==> config.mk <==
export PLATFORM = sky130hd
export DESIGN_NAME = ssr_top
export DESIGN_NICKNAME = d
export VERILOG_FILES = /design/src/rtl/ssr_pkg.sv /design/src/rtl/ssr_top.sv /design/src/rtl/ssr_chan.sv
export VERILOG_INCLUDE_DIRS = /design/src /design/src/rtl
export SDC_FILE = /design/constraint.sdc
export NUM_CORES = 1
export LEC_CHECK = 0
export BUFFER_PORTS_ARGS = -buffer_cell sky130_fd_sc_hd__buf_4
export CAP_MARGIN = 0
export CORE_MARGIN = 2
export CORE_UTILIZATION = 35
export DETAILED_ROUTE_END_ITERATION = 10
export GPL_ROUTABILITY_DRIVEN = 0
export MAX_ROUTING_LAYER = met4
export PLACE_DENSITY = 0.51
export SLEW_MARGIN = 20
export SYNTH_ARGS = -nofsm -noshare
export SYNTH_HDL_FRONTEND = slang
export SYNTH_SLANG_ARGS = --single-unit
==> constraint.sdc <==
create_clock -name pclk -period 2.1 [get_ports pclk]
set_clock_uncertainty 0.15 [all_clocks]
set_input_delay 0.21 -clock pclk [delete_from_list [all_inputs] [get_ports pclk]]
set_output_delay 0.21 -clock pclk [all_outputs]
set_load 0.1 [all_outputs]
==> src/rtl/ssr_consts.svh <==
// register map, field positions, reset values and timing counts of the
// dual serial port receiver; included by the top and channel modules and the bench.
`ifndef SSR_CONSTS_SVH
`define SSR_CONSTS_SVH
// ==========================================
// address map (byte addresses, one word per register)
`define SSR_PAGE_GLOBAL 7'h02
`define SSR_OFF_RCSTA 5'h00
`define SSR_OFF_RCREG 5'h04
`define SSR_OFF_TXSTA 5'h08
`define SSR_OFF_BAUD 5'h0C
`define SSR_OFF_DIVH 5'h10
`define SSR_OFF_BRGL 5'h14
`define SSR_OFF_PDIR 5'h18
`define SSR_OFF_INTCTL 5'h00
`define SSR_OFF_ISTAT 5'h04
`define SSR_OFF_IMASK 5'h08
// ==========================================
// receive status and control fields
`define SSR_RC_PORT_EN 7
`define SSR_RC_NINE 6
`define SSR_RC_SINGLE 5
`define SSR_RC_CONT 4
`define SSR_RC_FRAME 2
`define SSR_RC_OVER 1
`define SSR_RC_BIT8 0
`define SSR_RC_WMASK 8'hF8
// transmit status and control fields
`define SSR_TX_CLK_SRC 7
`define SSR_TX_XMIT_EN 5
`define SSR_TX_SYNC 4
`define SSR_TX_BREAK 3
`define SSR_TX_EMPTY 1
`define SSR_TX_WMASK 8'hFD
// baud control fields
`define SSR_BD_IDLE 6
`define SSR_BD_DT_INV 5
`define SSR_BD_CK_POL 4
`define SSR_BD_DIV16 3
`define SSR_BD_WAKE_EN 1
`define SSR_BD_WMASK 8'hBB
// pin direction fields (1 = input)
`define SSR_PD_CK 0
`define SSR_PD_DT 1
// interrupt control and status fields
`define SSR_INT_GLOBAL 7
`define SSR_INT_PERIPH 6
`define SSR_IS_RXC 0
`define SSR_IS_OVR 2
`define SSR_IS_WAKE 4
// ==========================================
// reset values and timing
`define SSR_RST_REG 8'h00
`define SSR_RST_PDIR 8'h03
`define SSR_BREAK_BITS 4'hC
`endif

==> src/rtl/ssr_pkg.sv <==
// shared types of the dual serial port receiver.
// assumes nothing beyond a SystemVerilog compiler.
package ssr_pkg;
  // ==========================================
  // operating mode of one port
  typedef enum logic [1:0] {
    ssr_off = 2'b00,
    ssr_async = 2'b01,
    ssr_master = 2'b10,
    ssr_slave = 2'b11
  } ssr_mode_e;
  // one received word, ninth bit on top
  typedef logic [8:0] ssr_word_t;
endpackage : ssr_pkg

==> src/rtl/ssr_top.sv <==
// dual serial port, synchronous slave receive path, on an apb slave.
// assumes pclk at 200 MHz, link clocks well below it, pins raw from pads.
`timescale 1ns/1ps
`include "ssr_consts.svh"
// Notes on behaviour
// - port drives a pin per mode only when its direction bit is clear
// - pins belong to port only when enabled
// - slave needs direction bits set to input
// - slave ignores single receive enable
// - continuous receive keeps running in sleep
// - unmasked receive wakes chip, vectors if enabled
// - slave mode: sync, enable, external clock
// - nine-bit words put ninth bit in status
// - word sets complete flag and interrupt
// - low eight bits readable in data register
// - overrun reported, framing bit reads 0; clearing receive clears overrun
// - two independent port instances
// - sync modes with selectable clock polarity
// - async break, wake on reception
module ssr_top
  import ssr_pkg::*;
(
  input wire logic pclk,
  input wire logic presetn,
  input wire logic psel,
  input wire logic penable,
  input wire logic pwrite,
  input wire logic [11:0] paddr,
  input wire logic [31:0] pwdata,
  output logic [31:0] prdata,
  output logic pready,
  output logic pslverr,
  input wire logic [1:0] ck_in,
  output logic [1:0] ck_out,
  output logic [1:0] ck_oe,
  input wire logic [1:0] dt_in,
  output logic [1:0] dt_out,
  output logic [1:0] dt_oe,
  input wire logic low_power,
  output logic wake,
  output logic irq
);
  // ==========================================
  // register storage, one entry per port, then shared interrupt and read state
  logic [7:0] rcsta_ff [2]; // writable receive control bits
  logic [7:0] txsta_ff [2]; // writable transmit control bits
  logic [7:0] baud_ff [2]; // writable baud control bits
  logic [7:0] divh_ff [2]; // divisor high byte
  logic [7:0] brgl_ff [2]; // divisor low byte
  logic [7:0] pdir_ff [2]; // pin direction, 1 = input
  logic [7:0] rcreg_ff [2]; // received data
  logic [1:0] full_ff; // data register holds unread word
  logic [1:0] ovr_ff; // overrun seen
  logic [1:0] bit8_ff; // ninth bit of last word
  logic [7:0] intctl_ff; // global and peripheral enables
  logic [5:0] istat_ff; // sticky events
  logic [5:0] imask_ff; // event enables
  logic [31:0] nxt_prdata; // read mux
  logic nxt_err; // unmapped address
  // per-port decode and channel wiring
  ssr_mode_e mode [2];
  logic [1:0] rx_on, done, idle, brk_busy, wake_seen, rd_data, brk_go;
  ssr_word_t word [2];
  // bus decode
  logic setup_ph, access_ph, wr_acc, rd_acc, port_hit, glob_hit;
  logic [4:0] off;
  logic port;

  // ==========================================
  // apb decode
  assign setup_ph = psel & ~penable;
  assign access_ph = psel & penable;
  assign wr_acc = access_ph & pwrite;
  assign rd_acc = access_ph & ~pwrite;
  assign off = paddr[4:0];
  assign port = paddr[5];
  assign port_hit = (paddr[11:6] == 6'h00);
  assign glob_hit = (paddr[11:5] == `SSR_PAGE_GLOBAL);
  // zero wait state: read data is captured during setup
  assign pready = 1'b1;

  // ==========================================
  // mode decode and channels
  genvar g;
  generate
    for (g = 0; g < 2; g++)
    begin : g_port
      // sync + enable, clock source clear = slave
      always_comb
      begin
        if (!rcsta_ff[g][`SSR_RC_PORT_EN])
          mode[g] = ssr_off;
        else if (!txsta_ff[g][`SSR_TX_SYNC])
          mode[g] = ssr_async;
        else if (txsta_ff[g][`SSR_TX_CLK_SRC])
          mode[g] = ssr_master;
        else
          mode[g] = ssr_slave;
      end
      // both pins must be configured as inputs
      // low_power deliberately does not gate this
      assign rx_on[g] = (mode[g] == ssr_slave) & rcsta_ff[g][`SSR_RC_CONT] & ~ovr_ff[g]
                        & pdir_ff[g][`SSR_PD_CK] & pdir_ff[g][`SSR_PD_DT];
      assign rd_data[g] = rd_acc & port_hit & (port == g[0]) & (off == `SSR_OFF_RCREG);
      assign brk_go[g] = wr_acc & port_hit & (port == g[0]) & (off == `SSR_OFF_TXSTA)
                         & pwdata[`SSR_TX_BREAK];
      // direction follows mode, master drives clock, async drives tx
      // nothing is driven while the port is off
      assign ck_oe[g] = ~pdir_ff[g][`SSR_PD_CK] & ((mode[g] == ssr_master)
                        | ((mode[g] == ssr_async) & txsta_ff[g][`SSR_TX_XMIT_EN]));
      // master clock idles at the selected polarity
      assign ck_out[g] = (mode[g] == ssr_master) ? baud_ff[g][`SSR_BD_CK_POL] : ~brk_busy[g];
      // receive-only path never drives data
      assign dt_oe[g] = 1'b0;
      assign dt_out[g] = 1'b0;
      ssr_chan u_chan (
        .pclk(pclk),
        .presetn(presetn),
        .ck_pin(ck_in[g]),
        .dt_pin(dt_in[g]),
        .mode(mode[g]),
        .rx_on(rx_on[g]),
        .nine_bit(rcsta_ff[g][`SSR_RC_NINE]),
        .ck_pol(baud_ff[g][`SSR_BD_CK_POL]),
        .dt_inv(baud_ff[g][`SSR_BD_DT_INV]),
        .wake_en(baud_ff[g][`SSR_BD_WAKE_EN]),
        .brk_go(brk_go[g]),
        .divisor(baud_ff[g][`SSR_BD_DIV16] ? {divh_ff[g], brgl_ff[g]} : {8'h00, brgl_ff[g]}),
        .word_done(done[g]),
        .word_data(word[g]),
        .rx_idle(idle[g]),
        .brk_busy(brk_busy[g]),
        .wake_seen(wake_seen[g])
      );
    end
  endgenerate

  // ==========================================
  // control register writes
  always_ff @(posedge pclk or negedge presetn)
  begin
    if (!presetn)
    begin
      for (int p = 0; p < 2; p++)
      begin
        rcsta_ff[p] <= `SSR_RST_REG;
        txsta_ff[p] <= `SSR_RST_REG;
        baud_ff[p] <= `SSR_RST_REG;
        divh_ff[p] <= `SSR_RST_REG;
        brgl_ff[p] <= `SSR_RST_REG;
        pdir_ff[p] <= `SSR_RST_PDIR;
      end
    end
    else
    begin
      for (int p = 0; p < 2; p++)
      begin
        // wake enable drops once the wake edge has been seen
        if (wake_seen[p])
          baud_ff[p][`SSR_BD_WAKE_EN] <= 1'b0;
        if (wr_acc && port_hit && port == p[0])
        begin
          unique case (off)
            `SSR_OFF_RCSTA: rcsta_ff[p] <= pwdata[7:0] & `SSR_RC_WMASK;
            `SSR_OFF_TXSTA: txsta_ff[p] <= pwdata[7:0] & `SSR_TX_WMASK & ~8'h08;
            `SSR_OFF_BAUD: baud_ff[p] <= pwdata[7:0] & `SSR_BD_WMASK;
            `SSR_OFF_DIVH: divh_ff[p] <= pwdata[7:0];
            `SSR_OFF_BRGL: brgl_ff[p] <= pwdata[7:0];
            `SSR_OFF_PDIR: pdir_ff[p] <= pwdata[7:0] & `SSR_RST_PDIR;
            default: ;
          endcase
        end
      end
    end
  end

  // ==========================================
  // receive data path and error flags
  always_ff @(posedge pclk or negedge presetn)
  begin
    if (!presetn)
    begin
      full_ff <= 2'h0;
      ovr_ff <= 2'h0;
      bit8_ff <= 2'h0;
      rcreg_ff[0] <= 8'h00;
      rcreg_ff[1] <= 8'h00;
    end
    else
    begin
      for (int p = 0; p < 2; p++)
      begin
        if (!rcsta_ff[p][`SSR_RC_CONT])
          ovr_ff[p] <= 1'b0;
        // a word into a full register is lost
        else if (done[p] && full_ff[p])
          ovr_ff[p] <= 1'b1;
        if (done[p] && !full_ff[p])
        begin
          rcreg_ff[p] <= word[p][7:0];
          bit8_ff[p] <= word[p][8];
          full_ff[p] <= 1'b1;
        end
        // a word landing in the very cycle of the read still counts as overrun
        else if (rd_data[p])
          full_ff[p] <= 1'b0;
      end
    end
  end

  // ==========================================
  // interrupt control and sticky status
  always_ff @(posedge pclk or negedge presetn)
  begin
    if (!presetn)
    begin
      intctl_ff <= `SSR_RST_REG;
      imask_ff <= 6'h00;
      istat_ff <= 6'h00;
    end
    else
    begin
      if (wr_acc && glob_hit && off == `SSR_OFF_INTCTL)
        intctl_ff <= pwdata[7:0] & 8'hC0;
      if (wr_acc && glob_hit && off == `SSR_OFF_IMASK)
        imask_ff <= pwdata[5:0];
      // events set flags; a set in the clearing cycle wins
      istat_ff <= (istat_ff & ~((wr_acc && glob_hit && off == `SSR_OFF_ISTAT) ? pwdata[5:0] : 6'h00))
                  | {wake_seen, done & full_ff, done & ~full_ff};
    end
  end

  // wake needs the mask and low_power; the line needs the mask and both enables
  // global and peripheral enables gate the line
  assign wake = low_power & |(istat_ff & imask_ff);
  assign irq = intctl_ff[`SSR_INT_GLOBAL] & intctl_ff[`SSR_INT_PERIPH] & |(istat_ff & imask_ff);

  // ==========================================
  // read mux, captured in setup so data comes from a flop
  always_comb
  begin
    nxt_prdata = 32'h00000000;
    nxt_err = 1'b0;
    if (port_hit)
    begin
      unique case (off)
        `SSR_OFF_RCSTA: nxt_prdata[7:0] = rcsta_ff[port] | {5'h00, 1'b0, ovr_ff[port], bit8_ff[port]};
        `SSR_OFF_RCREG: nxt_prdata[7:0] = rcreg_ff[port];
        `SSR_OFF_TXSTA: nxt_prdata[7:0] = txsta_ff[port] | {6'h00, ~brk_busy[port], 1'b0};
        `SSR_OFF_BAUD: nxt_prdata[7:0] = baud_ff[port] | {1'b0, idle[port], 6'h00};
        `SSR_OFF_DIVH: nxt_prdata[7:0] = divh_ff[port];
        `SSR_OFF_BRGL: nxt_prdata[7:0] = brgl_ff[port];
        `SSR_OFF_PDIR: nxt_prdata[7:0] = pdir_ff[port];
        default: nxt_err = 1'b1;
      endcase
    end
    else if (glob_hit)
    begin
      unique case (off)
        `SSR_OFF_INTCTL: nxt_prdata[7:0] = intctl_ff;
        `SSR_OFF_ISTAT: nxt_prdata[5:0] = istat_ff;
        `SSR_OFF_IMASK: nxt_prdata[5:0] = imask_ff;
        default: nxt_err = 1'b1;
      endcase
    end
    else
      nxt_err = 1'b1;
  end

  // bus answer flops
  always_ff @(posedge pclk or negedge presetn)
  begin
    if (!presetn)
    begin
      prdata <= 32'h00000000;
      pslverr <= 1'b0;
    end
    else if (setup_ph)
    begin
      prdata <= pwrite ? 32'h00000000 : nxt_prdata;
      pslverr <= nxt_err;
    end
  end

  // ==========================================
  // checks, one set per port, then one shared wake check
  generate
    for (g = 0; g < 2; g++)
    begin : g_chk

    end
  endgenerate
endmodule : ssr_top

==> src/rtl/ssr_chan.sv <==
// one serial port channel: link sampling, shift register, break timer.
// assumes pins are raw (unsynchronised) and config comes from pclk logic.
`timescale 1ns/1ps
`include "ssr_consts.svh"
module ssr_chan
  import ssr_pkg::*;
(
  input wire logic pclk,
  input wire logic presetn,
  input wire logic ck_pin,
  input wire logic dt_pin,
  input wire ssr_mode_e mode,
  input wire logic rx_on,
  input wire logic nine_bit,
  input wire logic ck_pol,
  input wire logic dt_inv,
  input wire logic wake_en,
  input wire logic brk_go,
  input wire logic [15:0] divisor,
  output logic word_done,
  output ssr_word_t word_data,
  output logic rx_idle,
  output logic brk_busy,
  output logic wake_seen
);
  // ==========================================
  // pin synchronisers
  logic ck_s1_ff, ck_s2_ff, ck_s3_ff;
  logic dt_s1_ff, dt_s2_ff, dt_s3_ff;
  logic [3:0] bit_cnt_ff;
  ssr_word_t shreg_ff;
  logic [15:0] div_cnt_ff;
  logic [3:0] brk_cnt_ff;
  logic ck_edge, last_bit, dbit, tick;
  ssr_word_t nxt_shreg;

  // two flops per pin, third flop only for edge finding
  always_ff @(posedge pclk or negedge presetn)
  begin
    if (!presetn)
    begin
      {ck_s1_ff, ck_s2_ff, ck_s3_ff} <= 3'h0;
      {dt_s1_ff, dt_s2_ff, dt_s3_ff} <= 3'h7;
    end
    else
    begin
      {ck_s1_ff, ck_s2_ff, ck_s3_ff} <= {ck_pin, ck_s1_ff, ck_s2_ff};
      {dt_s1_ff, dt_s2_ff, dt_s3_ff} <= {dt_pin, dt_s1_ff, dt_s2_ff};
    end
  end

  // ==========================================
  // shift register
  // sample edge follows polarity
  assign ck_edge = ck_pol ? (ck_s3_ff & ~ck_s2_ff) : (~ck_s3_ff & ck_s2_ff);
  assign dbit = dt_s2_ff ^ dt_inv;
  assign last_bit = (bit_cnt_ff == (nine_bit ? 4'h8 : 4'h7));
  assign nxt_shreg = {dbit, shreg_ff[8:1]};
  assign rx_idle = (bit_cnt_ff == 4'h0);

  // one sample per link clock period; disabling drops a partial word
  always_ff @(posedge pclk or negedge presetn)
  begin
    if (!presetn)
    begin
      bit_cnt_ff <= 4'h0;
      shreg_ff <= 9'h000;
    end
    else if (!rx_on)
      bit_cnt_ff <= 4'h0;
    else if (ck_edge)
    begin
      shreg_ff <= nxt_shreg;
      bit_cnt_ff <= last_bit ? 4'h0 : bit_cnt_ff + 4'h1;
    end
  end

  // eight-bit words sit one place higher in the shift register
  always_ff @(posedge pclk or negedge presetn)
  begin
    if (!presetn)
    begin
      word_done <= 1'b0;
      word_data <= 9'h000;
    end
    else
    begin
      word_done <= rx_on & ck_edge & last_bit;
      if (rx_on & ck_edge & last_bit)
        word_data <= nine_bit ? nxt_shreg : {1'b0, nxt_shreg[8:1]};
    end
  end

  // ==========================================
  // break timer and wake detect (async only)
  assign tick = (div_cnt_ff == divisor);
  assign brk_busy = (brk_cnt_ff != 4'h0);

  // twelve bit times of low line
  always_ff @(posedge pclk or negedge presetn)
  begin
    if (!presetn)
    begin
      div_cnt_ff <= 16'h0000;
      brk_cnt_ff <= 4'h0;
    end
    else
    begin
      div_cnt_ff <= tick ? 16'h0000 : div_cnt_ff + 16'h0001;
      if (brk_go && mode == ssr_async && !brk_busy)
        brk_cnt_ff <= `SSR_BREAK_BITS;
      else if (tick && brk_busy)
        brk_cnt_ff <= brk_cnt_ff - 4'h1;
    end
  end

  // falling receive line wakes in async
  always_ff @(posedge pclk or negedge presetn)
  begin
    if (!presetn)
      wake_seen <= 1'b0;
    else
      wake_seen <= wake_en & (mode == ssr_async) & dt_s3_ff & ~dt_s2_ff;
  end
endmodule : ssr_chan

==> flow_summary.yaml <==
sta:
  hold_viol_final: 0
  finalMaxSlewViolations: 0
  period_share: 1.17
  tightest_slew_ns: 0.544
  whs_ns: 0.0187
  setup_viol: 7
  slew-limit-headroom: 0.634
  fin_crit_ns: 2.46
  setup_tns_ns: -0.934
  setup_slack_ns: -0.364
  max_freq_mhz: 406
  rsz0062_at_grt: "yes"
floorplanning:
  core_area_sq_mm: 0.0296
  start_util: 0.354
  die-area_sq_mm: 0.0313
  die_h_um: 177
  die_x_um: 177
  pin_count: 98
  rows: 63
yosys:
  async_flop_share: 1.00
  yosysMostFrequentCell: "dfrtp_1"
  ys_top_cells_by_area: "dfrtp_1 48%, mux2_2 12%, mux2i_1 5.4%"
  syn-cell-area_sq_mm: 0.0105
  ys_types: 60
  ys_seq_area_frac: 0.510
  synth_common_cells: "203 x dfrtp_1, 107 x mux2_2, 88 x nand2_1"
  ys_warn_count: 0
  synth_top_cell_by_area: "dfrtp_1"
  synth-seq-cells: 213
  synth-main-ff-cell: "dfrtp_1"
  synth_edf_count: 0
  syn_area_per_cell_sq_um: 11.1
  synth_top_area_frac: 0.485
  syn_inst: 947
grt:
  grt_pass1_vias: 7952
  track_usage: 0.195
  antenna_found_initial: 0
  grt_pass1_wl_um: 45700
  grt.overflow.total: 0
  grt_max_degree: 59
setup_path:
  crit_top_cell: "inv_2"
  cp.required_ns: 1.74
  max_stage_delay_ns: 0.43
  reg2reg_depth: 9
  r2r_slack_ns: -0.21
  cpMaxStageDelayCell: "or3_4"
  r2r_start: "g_port[1].u_chan.brk_cnt_ff[1]"
  cp_top_family: "simple AND/OR/NAND/NOR gates"
  end_kind: "primary output"
  criticalPathCategory: "flop to primary output"
  crit_chain: "inv_2 > ha_4 > inv_2 > or3_4 > a31oi_4 > a41o_2 > buf_12"
  start_kind: "flop"
  path_max_fanout: 2
  rr_endpoint: "g_port[1].u_chan.brk_cnt_ff[0]"
  cp_num_buf_inv: 3
  crit_arrival_ns: 2.10
drt:
  via_per_inst: 5.05
  wl_per_cell_um: 18.9
  totalWireLength_um: 29100
  firstDrtPassIters: 4
  drc: 0
  vias: 7763
  drt-initial-drc-count: 378
  ant_nets: 0
final_layout:
  syn2layout_area_growth_pct: 29.5
  antenna_cells: 0
  nNetsFinal: 1191
  num-fill-cells: 2763
  multi_input_area_sq_mm: 0.00511
  drive_gt1_frac: 0.355
  register_area_sq_mm: 0.00535
  utilization: 0.459
  design_area_sq_mm: 0.0136
pwr:
  design_power_total_mw: 10.7
  ir_drop_v: 0.000557
  power_per_cell_area_mw_per_mm2: 788
  p_leak_nw: 6.36
clock_network:
  cts_made_buffers: 25
  cts_tree: "built"
  clockBufferDepth: 3
  htreeDepth: 1
  clkLatencyLatePin_ns: 0.54
  clkSinkCount: 213
  clockRootBuffer: "clkbuf_16"
  clk_pin_slew_worst_paths_ns: 0.06
job:
  maxCapViolations: 0
status:
  violations: "negative setup slack"
  status: "finished, violations left"
hold_path:
  hp-class: "primary input to async pin"
placement:
  dpl_cell_area_sq_mm: 0.0120
  portBuffers: 44
  dp.final_hpwl_um: 21100
layout by cell type, fill, tap and decap left out, drive strengths merged, types with 21 or more instances in the layout:
cell type  synthesis  layout
conb               2      29
buf               37     177
mux2             107     107
nor2              49      49
dfrtp            203     203
o21ai             48      48
nand3             24      24
a21oi             21      21
xor2              33      33
nand2             88      88
clkbuf            28      40
inv               21      22
mux2i             56      56
flip-flops by register name, summed over array words and instances (netlist names), 12 cells and up:
| name | flops |
|---|---|
| rcreg_ff | 16 |
| divh_ff | 16 |
| baud_ff | 12 |
| g_port.u_chan.shreg_ff | 16 |
| g_port.u_chan.div_cnt_ff | 32 |
| g_port.u_chan.word_data | 18 |
| brgl_ff | 16 |
| txsta_ff | 12 |
area by class of cell:
class,count,area share
clock buffers,40,0.0569
clock inverters,6,0.00885
inverters,21,0.00581
multi-input cells,675,0.377
flip-flops and latches,213,0.394
well taps,390,0.0360
repair buffers,191,0.122
power by group:
group	switching, mW	internal, mW
Clock	1.76	2.89
Sequential	0.102	4.23
Combinational	1.01	0.709
logic make-up after synthesis:
logic type	count (synthesis)	synth area share
and+or+nand+nor	270	0.130
DFF	213	0.510
muxes	164	0.171
AOI/OAI and AO/OA	153	0.0940
buffers and inverters	86	0.0417
xor gates and xnor gates	49	0.0410
adders and majority gates	10	0.0119
other	2	0.000717
per-stage QoR:
step,worst slack (ns),instances
2_1_floorplan,-0.0291,974
3_3_place_gp,-0.269,1455
3_5_place_dp,-0.243,1455
4_1_cts,-0.386,1523
5_1_grt,-0.439,1536
6_report,-0.364,1536
worst max path at each step:
stage,depth (start not counted),endpoint,from
CTS,7,ck_out[1],g_port[1].u_chan.brk_cnt_ff[0]
finish,7,ck_out[1],g_port[1].u_chan.brk_cnt_ff[1]
floorplan,2,ck_oe[1],txsta_ff[4]
detailed placement,8,prdata[1],g_port[1].u_chan.brk_cnt_ff[0]
global placement,8,prdata[1],paddr[3]
global route,7,ck_out[1],g_port[1].u_chan.brk_cnt_ff[1]
worst register-to-register path, stage by stage, from the launching register on:
cell,delay [ns]
dfrtp_1,0.39
inv_2,0.08
ha_4,0.13
inv_2,0.03
or3_4,0.43
buf_4,0.16
buf_6,0.13
or4_4,0.53
nand2_1,0.08
mux2i_1,0.07
per-layer routing:
| metal | share of wire | GRT usage | vias up |
|---|---|---|---|
| met5 | 0 | - | - |
| met4 | 0.029 | 0.0561 | 0 |
| met3 | 0.037 | 0.0281 | 54 |
| met2 | 0.48 | 0.320 | 148 |
| met1 | 0.45 | 0.251 | 3853 |
| li1 | - | - | 3708 |
what timing repair did:
item | CTS | global route
endpoints found under the setup margin | 30 | 55
hold endpoints to repair | 288 | 0
resized for setup | 28 | 60
pin swaps | 6 | 24
buffers inserted | 8 | 14
hold buffers | 14 | 0
gates cloned | 0 | 0
Power figures use the tool's default switching activity.
